==> src/verilog/acc_pkg.sv <==
`default_nettype none
package acc_pkg;
    // =====================================================
    // Register map (byte addresses, word index = addr[15:4])
    // =====================================================
    localparam int NUM_CMP = 3;
    localparam logic [15:0] CMP1_CTL_OFS = 16'hA000;
    localparam logic [15:0] CMP2_CTL_OFS = 16'hA010;
    localparam logic [15:0] CMP3_CTL_OFS = 16'hA020;
    localparam logic [15:0] SHARED_STAT_OFS = 16'hA060;
    localparam logic [15:0] EVT_STAT_OFS = 16'hA070;
    localparam logic [15:0] EVT_MASK_OFS = 16'hA080;

    // Alias kinds, addr[3:2]
    localparam logic [1:0] ALIAS_WRITE = 2'h0;
    localparam logic [1:0] ALIAS_CLR = 2'h1;
    localparam logic [1:0] ALIAS_SET = 2'h2;
    localparam logic [1:0] ALIAS_INV = 2'h3;

    // =====================================================
    // Control register fields
    // =====================================================
    localparam int CTL_ON_BIT = 15;
    localparam int CTL_OE_BIT = 14;
    localparam int CTL_INV_BIT = 13;
    localparam int CTL_RES_BIT = 8;
    localparam int CTL_EDGE_LSB = 6;
    localparam int CTL_PREF_BIT = 4;
    localparam int CTL_NSEL_LSB = 0;
    localparam logic [15:0] CTL_WMASK = 16'hE0D3;
    localparam logic [15:0] CTL_RESET = 16'h00C3;

    // Edge select encodings
    localparam logic [1:0] EDGE_NONE = 2'h0;
    localparam logic [1:0] EDGE_RISE = 2'h1;
    localparam logic [1:0] EDGE_FALL = 2'h2;
    localparam logic [1:0] EDGE_BOTH = 2'h3;

    // =====================================================
    // Shared status fields
    // =====================================================
    localparam int STAT_HALT_BIT = 13;
    localparam logic [15:0] STAT_WMASK = 16'h2000;
    localparam logic [15:0] STAT_RESET = 16'h0000;
    localparam logic [2:0] EVT_RESET = 3'h0;
    localparam logic [2:0] MASK_RESET = 3'h0;

    // AXI responses
    localparam logic [1:0] RESP_OKAY = 2'h0;
    localparam logic [1:0] RESP_SLVERR = 2'h2;
endpackage
`default_nettype wire

==> src/verilog/acc_top.sv <==
// The implementer's own choice: the AXI4-Lite interface to the registers.
`timescale 1ns/1ps
`default_nettype none
// Notes on behaviour
// [RQ1] Bit 15 enables a comparator; other fields keep their values.
// [RQ2] Bit 14 drives the comparator result onto its output pin.
// [RQ3] Bit 13 inverts the result before it is presented.
// [RQ4] Inversion also feeds the edge detector, flipping the firing edge.
// [RQ5] Read-only bit 8 shows the comparator's current result.
// [RQ6] Bits 7-6 pick event edge: both, falling, rising or none.
// [RQ7] Bit 4 picks ladder reference or pin A for positive input.
// [RQ8] Bits 1-0 pick absolute reference, pin D, C or B.
// [RQ9] Unimplemented bits read zero and ignore writes.
// [RQ10] Shared halt bit stops all comparators while in Idle.
// [RQ11] Shared status mirrors results three, two, one at bits 2..0.
// [RQ12] Clear, set and invert aliases sit at +0x4, +0x8, +0xC.
// [RQ13] Software avoids access right after clearing an enable bit.
// [RQ14] Control registers reset to 0x00C3.
// [RQ15] Raw results pass two flip-flops before readback and edges; the code adds a third (res_r), so they pass three.
// [RQ16] A stopped comparator raises no event and holds its result.
module acc_top #(
    parameter int ADDR_W = 16
) (
    input wire logic clk,
    input wire logic rst_b,
    input wire logic [ADDR_W-1:0] s_axi_awaddr,
    input wire logic s_axi_awvalid,
    output logic s_axi_awready,
    input wire logic [31:0] s_axi_wdata,
    input wire logic [3:0] s_axi_wstrb,
    input wire logic s_axi_wvalid,
    output logic s_axi_wready,
    output logic [1:0] s_axi_bresp,
    output logic s_axi_bvalid,
    input wire logic s_axi_bready,
    input wire logic [ADDR_W-1:0] s_axi_araddr,
    input wire logic s_axi_arvalid,
    output logic s_axi_arready,
    output logic [31:0] s_axi_rdata,
    output logic [1:0] s_axi_rresp,
    output logic s_axi_rvalid,
    input wire logic s_axi_rready,
    input wire logic idle_mode,
    input wire logic [2:0] cmp_raw,
    output logic [2:0] cmp_power_on,
    output logic [2:0] positive_input_ref_select,
    output logic [5:0] negative_input_select,
    output logic [2:0] result_output_pin,
    output logic [2:0] result_output_pin_oe,
    output logic irq
);

    // =====================================================
    // Reset release
    // =====================================================
    logic [1:0] rst_pipe_r;
    logic rst_n;

    always_ff @(posedge clk or negedge rst_b) begin
        if (!rst_b) begin
            rst_pipe_r <= 2'h0;
        end else begin
            rst_pipe_r <= {rst_pipe_r[0], 1'b1};
        end
    end
    assign rst_n = rst_pipe_r[1];

    // =====================================================
    // State
    // =====================================================
    logic [15:0] ctl_r [acc_pkg::NUM_CMP];
    logic [15:0] stat_r;
    logic [2:0] evt_r;
    logic [2:0] mask_r;
    logic [2:0] sync1_r;
    logic [2:0] sync2_r;
    logic [2:0] res_r;
    logic [2:0] prev_r;
    logic [2:0] run;
    logic [2:0] fire;

    // Masked write with byte strobes and alias kind
    function automatic logic [15:0] acc_apply(input logic [15:0] old, input logic [31:0] d,
                                              input logic [3:0] strb, input logic [1:0] kind,
                                              input logic [15:0] wmask);
        logic [15:0] m;
        logic [15:0] v;
        m = wmask & {{8{strb[1]}}, {8{strb[0]}}}; // RQ9
        v = d[15:0] & m;
        case (kind)
            acc_pkg::ALIAS_CLR: acc_apply = old & ~v; // RQ12
            acc_pkg::ALIAS_SET: acc_apply = old | v; // RQ12
            acc_pkg::ALIAS_INV: acc_apply = old ^ v; // RQ12
            default: acc_apply = (old & ~m) | v;
        endcase
    endfunction

    function automatic logic [11:0] ctl_base(input int i);
        if (i == 0) begin
            ctl_base = acc_pkg::CMP1_CTL_OFS[15:4];
        end else if (i == 1) begin
            ctl_base = acc_pkg::CMP2_CTL_OFS[15:4];
        end else begin
            ctl_base = acc_pkg::CMP3_CTL_OFS[15:4];
        end
    endfunction

    // =====================================================
    // AXI4-Lite write channel
    // =====================================================
    logic aw_got_r;
    logic w_got_r;
    logic [ADDR_W-1:0] aw_addr_r;
    logic [31:0] w_data_r;
    logic [3:0] w_strb_r;
    logic wr_go;
    logic [11:0] wr_idx;
    logic [1:0] wr_kind;
    logic wr_hit;

    assign s_axi_awready = !aw_got_r && !s_axi_bvalid;
    assign s_axi_wready = !w_got_r && !s_axi_bvalid;
    assign wr_go = aw_got_r && w_got_r && !s_axi_bvalid;
    assign wr_idx = aw_addr_r[15:4];
    assign wr_kind = aw_addr_r[3:2];

    always_comb begin
        if (wr_idx == acc_pkg::CMP1_CTL_OFS[15:4]) begin
            wr_hit = 1'b1;
        end else if (wr_idx == acc_pkg::CMP2_CTL_OFS[15:4]) begin
            wr_hit = 1'b1;
        end else if (wr_idx == acc_pkg::CMP3_CTL_OFS[15:4]) begin
            wr_hit = 1'b1;
        end else if (wr_idx == acc_pkg::SHARED_STAT_OFS[15:4]) begin
            wr_hit = 1'b1;
        end else if (wr_idx == acc_pkg::EVT_STAT_OFS[15:4]) begin
            wr_hit = 1'b1;
        end else if (wr_idx == acc_pkg::EVT_MASK_OFS[15:4]) begin
            wr_hit = 1'b1;
        end else begin
            wr_hit = 1'b0;
        end
    end

    always_ff @(posedge clk or negedge rst_n) begin
        if (!rst_n) begin
            aw_got_r <= 1'b0;
            w_got_r <= 1'b0;
            aw_addr_r <= '0;
            w_data_r <= 32'h0;
            w_strb_r <= 4'h0;
            s_axi_bvalid <= 1'b0;
            s_axi_bresp <= acc_pkg::RESP_OKAY;
        end else begin
            if (s_axi_awvalid && s_axi_awready) begin
                aw_got_r <= 1'b1;
                aw_addr_r <= s_axi_awaddr;
            end
            if (s_axi_wvalid && s_axi_wready) begin
                w_got_r <= 1'b1;
                w_data_r <= s_axi_wdata;
                w_strb_r <= s_axi_wstrb;
            end
            if (wr_go) begin
                aw_got_r <= 1'b0;
                w_got_r <= 1'b0;
                s_axi_bvalid <= 1'b1;
                s_axi_bresp <= wr_hit ? acc_pkg::RESP_OKAY : acc_pkg::RESP_SLVERR;
            end else if (s_axi_bvalid && s_axi_bready) begin
                s_axi_bvalid <= 1'b0;
            end
        end
    end

    // =====================================================
    // Register writes
    // =====================================================
    always_ff @(posedge clk or negedge rst_n) begin
        if (!rst_n) begin
            for (int i = 0; i < acc_pkg::NUM_CMP; i++) begin
                ctl_r[i] <= acc_pkg::CTL_RESET; // RQ14
            end
        end else if (wr_go) begin
            for (int i = 0; i < acc_pkg::NUM_CMP; i++) begin
                if (wr_idx == ctl_base(i)) begin
                    ctl_r[i] <= acc_apply(ctl_r[i], w_data_r, w_strb_r, wr_kind, acc_pkg::CTL_WMASK); // RQ1
                end
            end
        end
    end

    always_ff @(posedge clk or negedge rst_n) begin
        if (!rst_n) begin
            stat_r <= acc_pkg::STAT_RESET;
        end else if (wr_go && wr_idx == acc_pkg::SHARED_STAT_OFS[15:4]) begin
            stat_r <= acc_apply(stat_r, w_data_r, w_strb_r, wr_kind, acc_pkg::STAT_WMASK);
        end
    end

    always_ff @(posedge clk or negedge rst_n) begin
        if (!rst_n) begin
            mask_r <= acc_pkg::MASK_RESET;
        end else if (wr_go && wr_idx == acc_pkg::EVT_MASK_OFS[15:4]) begin
            mask_r <= 3'(acc_apply({13'h0, mask_r}, w_data_r, w_strb_r, wr_kind, 16'h0007));
        end
    end

    // =====================================================
    // Comparator results and events
    // =====================================================
    always_comb begin
        for (int i = 0; i < acc_pkg::NUM_CMP; i++) begin
            run[i] = ctl_r[i][acc_pkg::CTL_ON_BIT] && !(stat_r[acc_pkg::STAT_HALT_BIT] && idle_mode); // RQ1 RQ10
        end
    end

    always_ff @(posedge clk or negedge rst_n) begin
        if (!rst_n) begin
            sync1_r <= 3'h0;
            sync2_r <= 3'h0;
        end else begin
            for (int i = 0; i < acc_pkg::NUM_CMP; i++) begin
                // Frozen while off: an unpowered core output is never sampled
                if (run[i]) begin
                    sync1_r[i] <= cmp_raw[i]; // RQ15
                    sync2_r[i] <= sync1_r[i]; // RQ15 RQ16
                end
            end
        end
    end

    always_ff @(posedge clk or negedge rst_n) begin
        if (!rst_n) begin
            res_r <= 3'h0;
            prev_r <= 3'h0;
        end else begin
            for (int i = 0; i < acc_pkg::NUM_CMP; i++) begin
                if (run[i]) begin
                    res_r[i] <= sync2_r[i] ^ ctl_r[i][acc_pkg::CTL_INV_BIT]; // RQ3 RQ4 RQ16
                end
            end
            prev_r <= res_r;
        end
    end

    always_comb begin
        for (int i = 0; i < acc_pkg::NUM_CMP; i++) begin
            case (ctl_r[i][acc_pkg::CTL_EDGE_LSB +: 2]) // RQ6
                acc_pkg::EDGE_RISE: fire[i] = res_r[i] && !prev_r[i];
                acc_pkg::EDGE_FALL: fire[i] = !res_r[i] && prev_r[i];
                acc_pkg::EDGE_BOTH: fire[i] = res_r[i] != prev_r[i];
                default: fire[i] = 1'b0;
            endcase
            fire[i] = fire[i] && run[i]; // RQ16
        end
    end

    // =====================================================
    // AXI4-Lite read channel
    // =====================================================
    logic [11:0] rd_idx;
    logic [1:0] rd_kind;
    logic [31:0] rd_data;
    logic rd_err;
    logic rd_clr;

    assign s_axi_arready = !s_axi_rvalid;
    assign rd_idx = s_axi_araddr[15:4];
    assign rd_kind = s_axi_araddr[3:2];
    assign rd_clr = s_axi_arvalid && s_axi_arready && rd_idx == acc_pkg::EVT_STAT_OFS[15:4]
                    && rd_kind == acc_pkg::ALIAS_WRITE;

    function automatic logic [31:0] ctl_view(input logic [15:0] c, input logic r);
        logic [15:0] v;
        v = c & acc_pkg::CTL_WMASK; // RQ9
        v[acc_pkg::CTL_RES_BIT] = r; // RQ5
        ctl_view = {16'h0, v};
    endfunction

    always_comb begin
        rd_data = 32'h0;
        rd_err = 1'b0;
        if (rd_kind != acc_pkg::ALIAS_WRITE) begin
            rd_err = 1'b0;
        end else if (rd_idx == acc_pkg::CMP1_CTL_OFS[15:4]) begin
            rd_data = ctl_view(ctl_r[0], res_r[0]);
        end else if (rd_idx == acc_pkg::CMP2_CTL_OFS[15:4]) begin
            rd_data = ctl_view(ctl_r[1], res_r[1]);
        end else if (rd_idx == acc_pkg::CMP3_CTL_OFS[15:4]) begin
            rd_data = ctl_view(ctl_r[2], res_r[2]);
        end else if (rd_idx == acc_pkg::SHARED_STAT_OFS[15:4]) begin
            rd_data = {16'h0, stat_r & acc_pkg::STAT_WMASK} | {29'h0, res_r}; // RQ11
        end else if (rd_idx == acc_pkg::EVT_STAT_OFS[15:4]) begin
            rd_data = {29'h0, evt_r};
        end else if (rd_idx == acc_pkg::EVT_MASK_OFS[15:4]) begin
            rd_data = {29'h0, mask_r};
        end else begin
            rd_err = 1'b1;
        end
        if (rd_kind != acc_pkg::ALIAS_WRITE && !(rd_idx == acc_pkg::CMP1_CTL_OFS[15:4]
            || rd_idx == acc_pkg::CMP2_CTL_OFS[15:4] || rd_idx == acc_pkg::CMP3_CTL_OFS[15:4]
            || rd_idx == acc_pkg::SHARED_STAT_OFS[15:4] || rd_idx == acc_pkg::EVT_STAT_OFS[15:4]
            || rd_idx == acc_pkg::EVT_MASK_OFS[15:4])) begin
            rd_err = 1'b1;
        end
    end

    always_ff @(posedge clk or negedge rst_n) begin
        if (!rst_n) begin
            s_axi_rvalid <= 1'b0;
            s_axi_rdata <= 32'h0;
            s_axi_rresp <= acc_pkg::RESP_OKAY;
        end else if (s_axi_arvalid && s_axi_arready) begin
            s_axi_rvalid <= 1'b1;
            s_axi_rdata <= rd_data;
            s_axi_rresp <= rd_err ? acc_pkg::RESP_SLVERR : acc_pkg::RESP_OKAY;
        end else if (s_axi_rvalid && s_axi_rready) begin
            s_axi_rvalid <= 1'b0;
        end
    end

    // =====================================================
    // Event status and interrupt
    // =====================================================
    always_ff @(posedge clk or negedge rst_n) begin
        if (!rst_n) begin
            evt_r <= acc_pkg::EVT_RESET;
        end else begin
            // New event wins over the read clear
            evt_r <= (rd_clr ? 3'h0 : evt_r) | fire;
        end
    end

    assign irq = |(evt_r & mask_r);

    // =====================================================
    // Analog side controls
    // =====================================================
    always_comb begin
        for (int i = 0; i < acc_pkg::NUM_CMP; i++) begin
            cmp_power_on[i] = run[i]; // RQ1 RQ10
            positive_input_ref_select[i] = ctl_r[i][acc_pkg::CTL_PREF_BIT]; // RQ7
            negative_input_select[2*i +: 2] = ctl_r[i][acc_pkg::CTL_NSEL_LSB +: 2]; // RQ8
            result_output_pin[i] = res_r[i]; // RQ3
            result_output_pin_oe[i] = ctl_r[i][acc_pkg::CTL_OE_BIT]; // RQ2
        end
    end

endmodule // acc_top
`default_nettype wire

==> config.mk <==
export PLATFORM = sky130hd
export DESIGN_NAME = acc_top
export DESIGN_NICKNAME = d
export VERILOG_FILES = /design/src/verilog/acc_pkg.sv /design/src/verilog/acc_top.sv
export SDC_FILE = /design/constraint.sdc
export NUM_CORES = 1
export LEC_CHECK = 0
export ABC_AREA = 1
export BUFFER_PORTS_ARGS = -buffer_cell sky130_fd_sc_hd__buf_2
export CAP_MARGIN = 20
export CORE_UTILIZATION = 45
export DETAILED_ROUTE_END_ITERATION = 12
export GPL_TIMING_DRIVEN = 0
export HOLD_SLACK_MARGIN = 0.15
export MAX_ROUTING_LAYER = met4
export PLACE_DENSITY = 0.84
export SLEW_MARGIN = 0
export SYNTH_ARGS = -nofsm -noshare
export SYNTH_HDL_FRONTEND = slang
export SYNTH_SLANG_ARGS = --single-unit
==> constraint.sdc <==
create_clock -name clk -period 2.4 [get_ports clk]
set_input_delay 0.24 -clock clk [delete_from_list [all_inputs] [get_ports clk]]
set_output_delay 0.24 -clock clk [all_outputs]
set_load 0.02 [all_outputs]
==> impl_metrics.yaml <==
pwr:
  ir_drop_mv: 0.608
  pwr-share-comb_pct: 40.3
  swShare_pct: 40.2
  p_switching_mw: 2.20
  intPower_mw: 3.28
  power.density_nw_per_um2: 792
  leakage_nw: 3.46
  seq_power_share_pct: 34.9
  clkPwrFrac_pct: 24.8
synthesis:
  ys_types: 35
  synth-seq-cells: 86
  synth_ff_type: "dfrtp_1"
  async_flop_share_pct: 100
  ys_top_cells_by_area: "dfrtp_1 (33%), ha_1 (13%), nand2_1 (9.5%)"
  yosysTopAreaCellShare_pct: 33.1
  ys.warnings.count: 0
  synth_edf_count: 0
  syn_area_um2: 5590
  syn_inst: 671
  yosysSeqAreaShare_pct: 38.8
  yosys.area.top_type: "dfrtp_1"
  synth.avg_cell_area_um2: 8.33
finish:
  nets: 957
  multiInputGateArea_um2: 2870
  regArea_um2: 2170
  syn_to_final_growth_pct: 23.7
  fillCellCount: 1066
  antenna_cells: 0
  drive_above_1_share_pct: 23.5
timing:
  tns_ns: 0
  finalMaxSlewViolations: 0
  worstMarginPinSlew_ns: 0.552
  rsz0062_at_grt: "no"
  setup_violations: 0
  skew_ns: 0.00827
  fmax_mhz: 578
  whs_ns: 0.158
  finalCriticalPeriod_ns: 1.73
  final.period_utilization_pct: 72.0
  hold_viol: 0
  slew-limit-headroom_pct: 63.2
worst_setup_path:
  crit_arrival_ns: 2.01
  slowest_stage: "dfrtp_1"
  critPathTopFamily: "simple AND/OR/NAND/NOR gates"
  critPathMaxStageDelay_ns: 0.38
  startpoint_type: "flip-flop"
  cp.required_ns: 2.68
  crit_fanout: 6
  end_kind: "flip-flop"
  worst-setup-path-type: "reg2reg"
  worst-path-buf-inv: 1
  crit_chain: "nor2_1 -> nand2_1 -> nor2_1 -> and3_1 -> nand3_1 -> inv_1 -> nand2_1 -> o21ai_0"
floorplanning:
  rows: 40
  die_area_um2: 12900
  initial_core_util_pct: 46.3
  dieHeight_um: 113
  die_x_um: 113
  design.core.area_um2: 12100
  pin_count: 139
placement:
  place_congestion: 0.882
  port-buffer-count: 85
  hpwlAfterDp_mm: 9.92
clock_tree:
  cts_tree: "built"
  cts_max_path_buffers: 2
  cts.clk_slew.worst_paths_ns: 0.07
  cts_setup_buffers: 0
  clkLatencyLatePin_ns: 0.35
  clock-root-buffer: "clkbuf_16"
  cts_resized: 0
  h-tree-depth: 3
  hold_buffers: 29
  cts-buffers-inserted: 9
  cts_sinks: 86
grt:
  grt.total_usage_pct: 23.1
  grt_max_degree: 56
  antenna_found_initial: 0
  grt_pass1_wl_mm: 22.8
  grt_pass1_vias: 4872
  grt_overflow: 0
worst_hold_path:
  hold_class: "in2reg"
flow_run:
  drv_cap: 0
detailed_routing:
  vias: 4967
  vias_per_cell: 5.00
  drt_iter0_markers: 341
  drtPass1Iterations: 5
  ant_nets: 0
  wl_per_cell_um: 13.6
  drc: 0
  drt_wl_total_mm: 13.5
outcome:
  status: "completed"
[cell type report]
type                       instances  area share [%]
multi-input combinational        483            41.6
sequential                        86            31.4
timing repair buffer             115            10.8
buffer                            50            5.07
inverter                          75            4.07
clock buffer                       9            3.26
tap                              168            3.04
clock inverter                     7           0.815
[tightest hold or removal path, cell delays in order]
cell,delay (ns)
buf_2,0.08
nor2_1,0.04
a21oi_1,0.10
[power by group through the flow]
stage / sequential (mW) / combinational [mW] / clock (mW)
4_1_cts: 1.91 / 2.18 / 1.37
3_3_place_gp: 1.93 / 2.01 / 0
2_1_floorplan: 1.92 / 1.59 / 0
3_5_place_dp: 1.93 / 2.14 / 0
6_report: 1.91 / 2.20 / 1.36
5_1_grt: 1.95 / 2.49 / 1.42
[worst paths after layout]
path / from / cells past startpoint / end / slack, ns
min: s_axi_wstrb[0] / 3 / w_strb_r[0] / 0.16
max reg2reg: aw_addr_r[11] / 8 / flip-flop / 0.67
max in group asynchronous: rst_pipe_r[1] / 1 / asynchronous set/reset pin / 1.44
min in group asynchronous: rst_b / 2 / rst_pipe_r[0] / 0.19
max: aw_addr_r[11] / 8 / flip-flop / 0.67
min reg2reg: rst_pipe_r[1] / 0 / aw_addr_r[11] / 0.27
[logic make-up (layout without fill, tap and decap cells)]
family | after synthesis | in the layout | share of synthesized area [%]
AND/OR/NAND/NOR | 231 | 231 | 17.7
buffers and inverters | 125 | 256 | 11.3
multiplexers | 18 | 18 | 3.63
other | 2 | 25 | 0.134
AO/OA/AOI/OAI | 148 | 148 | 15.0
adder cells (fa/ha/maj) | 58 | 58 | 13.0
flip-flops | 86 | 86 | 38.8
XOR/XNOR | 3 | 3 | 0.470
[Yosys cell counts (all sizes together), types with 3 or more instances]
library cell and count:
mux2 18, nand4 5, ha 58, nor3 7
dfrtp 74, o31ai 3, dfstp 12, nand2 143
o211ai 10, xnor2 3, clkbuf 3, nor2 51
buf 47, o2111ai 8, inv 75, a21oi 25
o21ai 88, a211oi 12, nand3 20
[cells in the final DEF (no fill, tap or decap), types with 10 or more instances in the layout]
cell type | netlist | final
mux2_2 | 18 | 18
buf_4 | 39 | 39
a21oi_1 | 25 | 25
a211oi_1 | 12 | 12
nor2_1 | 47 | 47
nand3_1 | 18 | 18
dlygate4sd3_1 | 0 | 29
buf_2 | 7 | 92
inv_1 | 72 | 72
dfstp_2 | 12 | 12
dfrtp_1 | 74 | 73
nand2_1 | 141 | 141
o21ai_0 | 80 | 80
ha_1 | 58 | 58
o211ai_1 | 10 | 10
conb_1 | 2 | 25
[per-stage QoR]
stage | std cells | utilization [%] | cell area (µm²) | setup WS, ns | power (mW)
2_1_floorplan | 694 | - | 5670 | 0.735 | 3.51
3_3_place_gp | 947 | 52.3 | 6310 | 0.400 | 3.95
3_5_place_dp | 948 | 52.6 | 6340 | 0.709 | 4.07
4_1_cts | 993 | 57.3 | 6910 | 0.702 | 5.46
5_1_grt | 993 | 57.3 | 6910 | 0.475 | 5.86
6_report | 993 | 57.3 | 6910 | 0.671 | 5.47
[routing by layer]
layer  global-route usage [%]  wire [µm]
met2                     38.3       6470
met1                     28.3       5870
met3                     4.89        916
met4                     7.19        258
met5                        -          0
(Power assumes the default switching activity.)
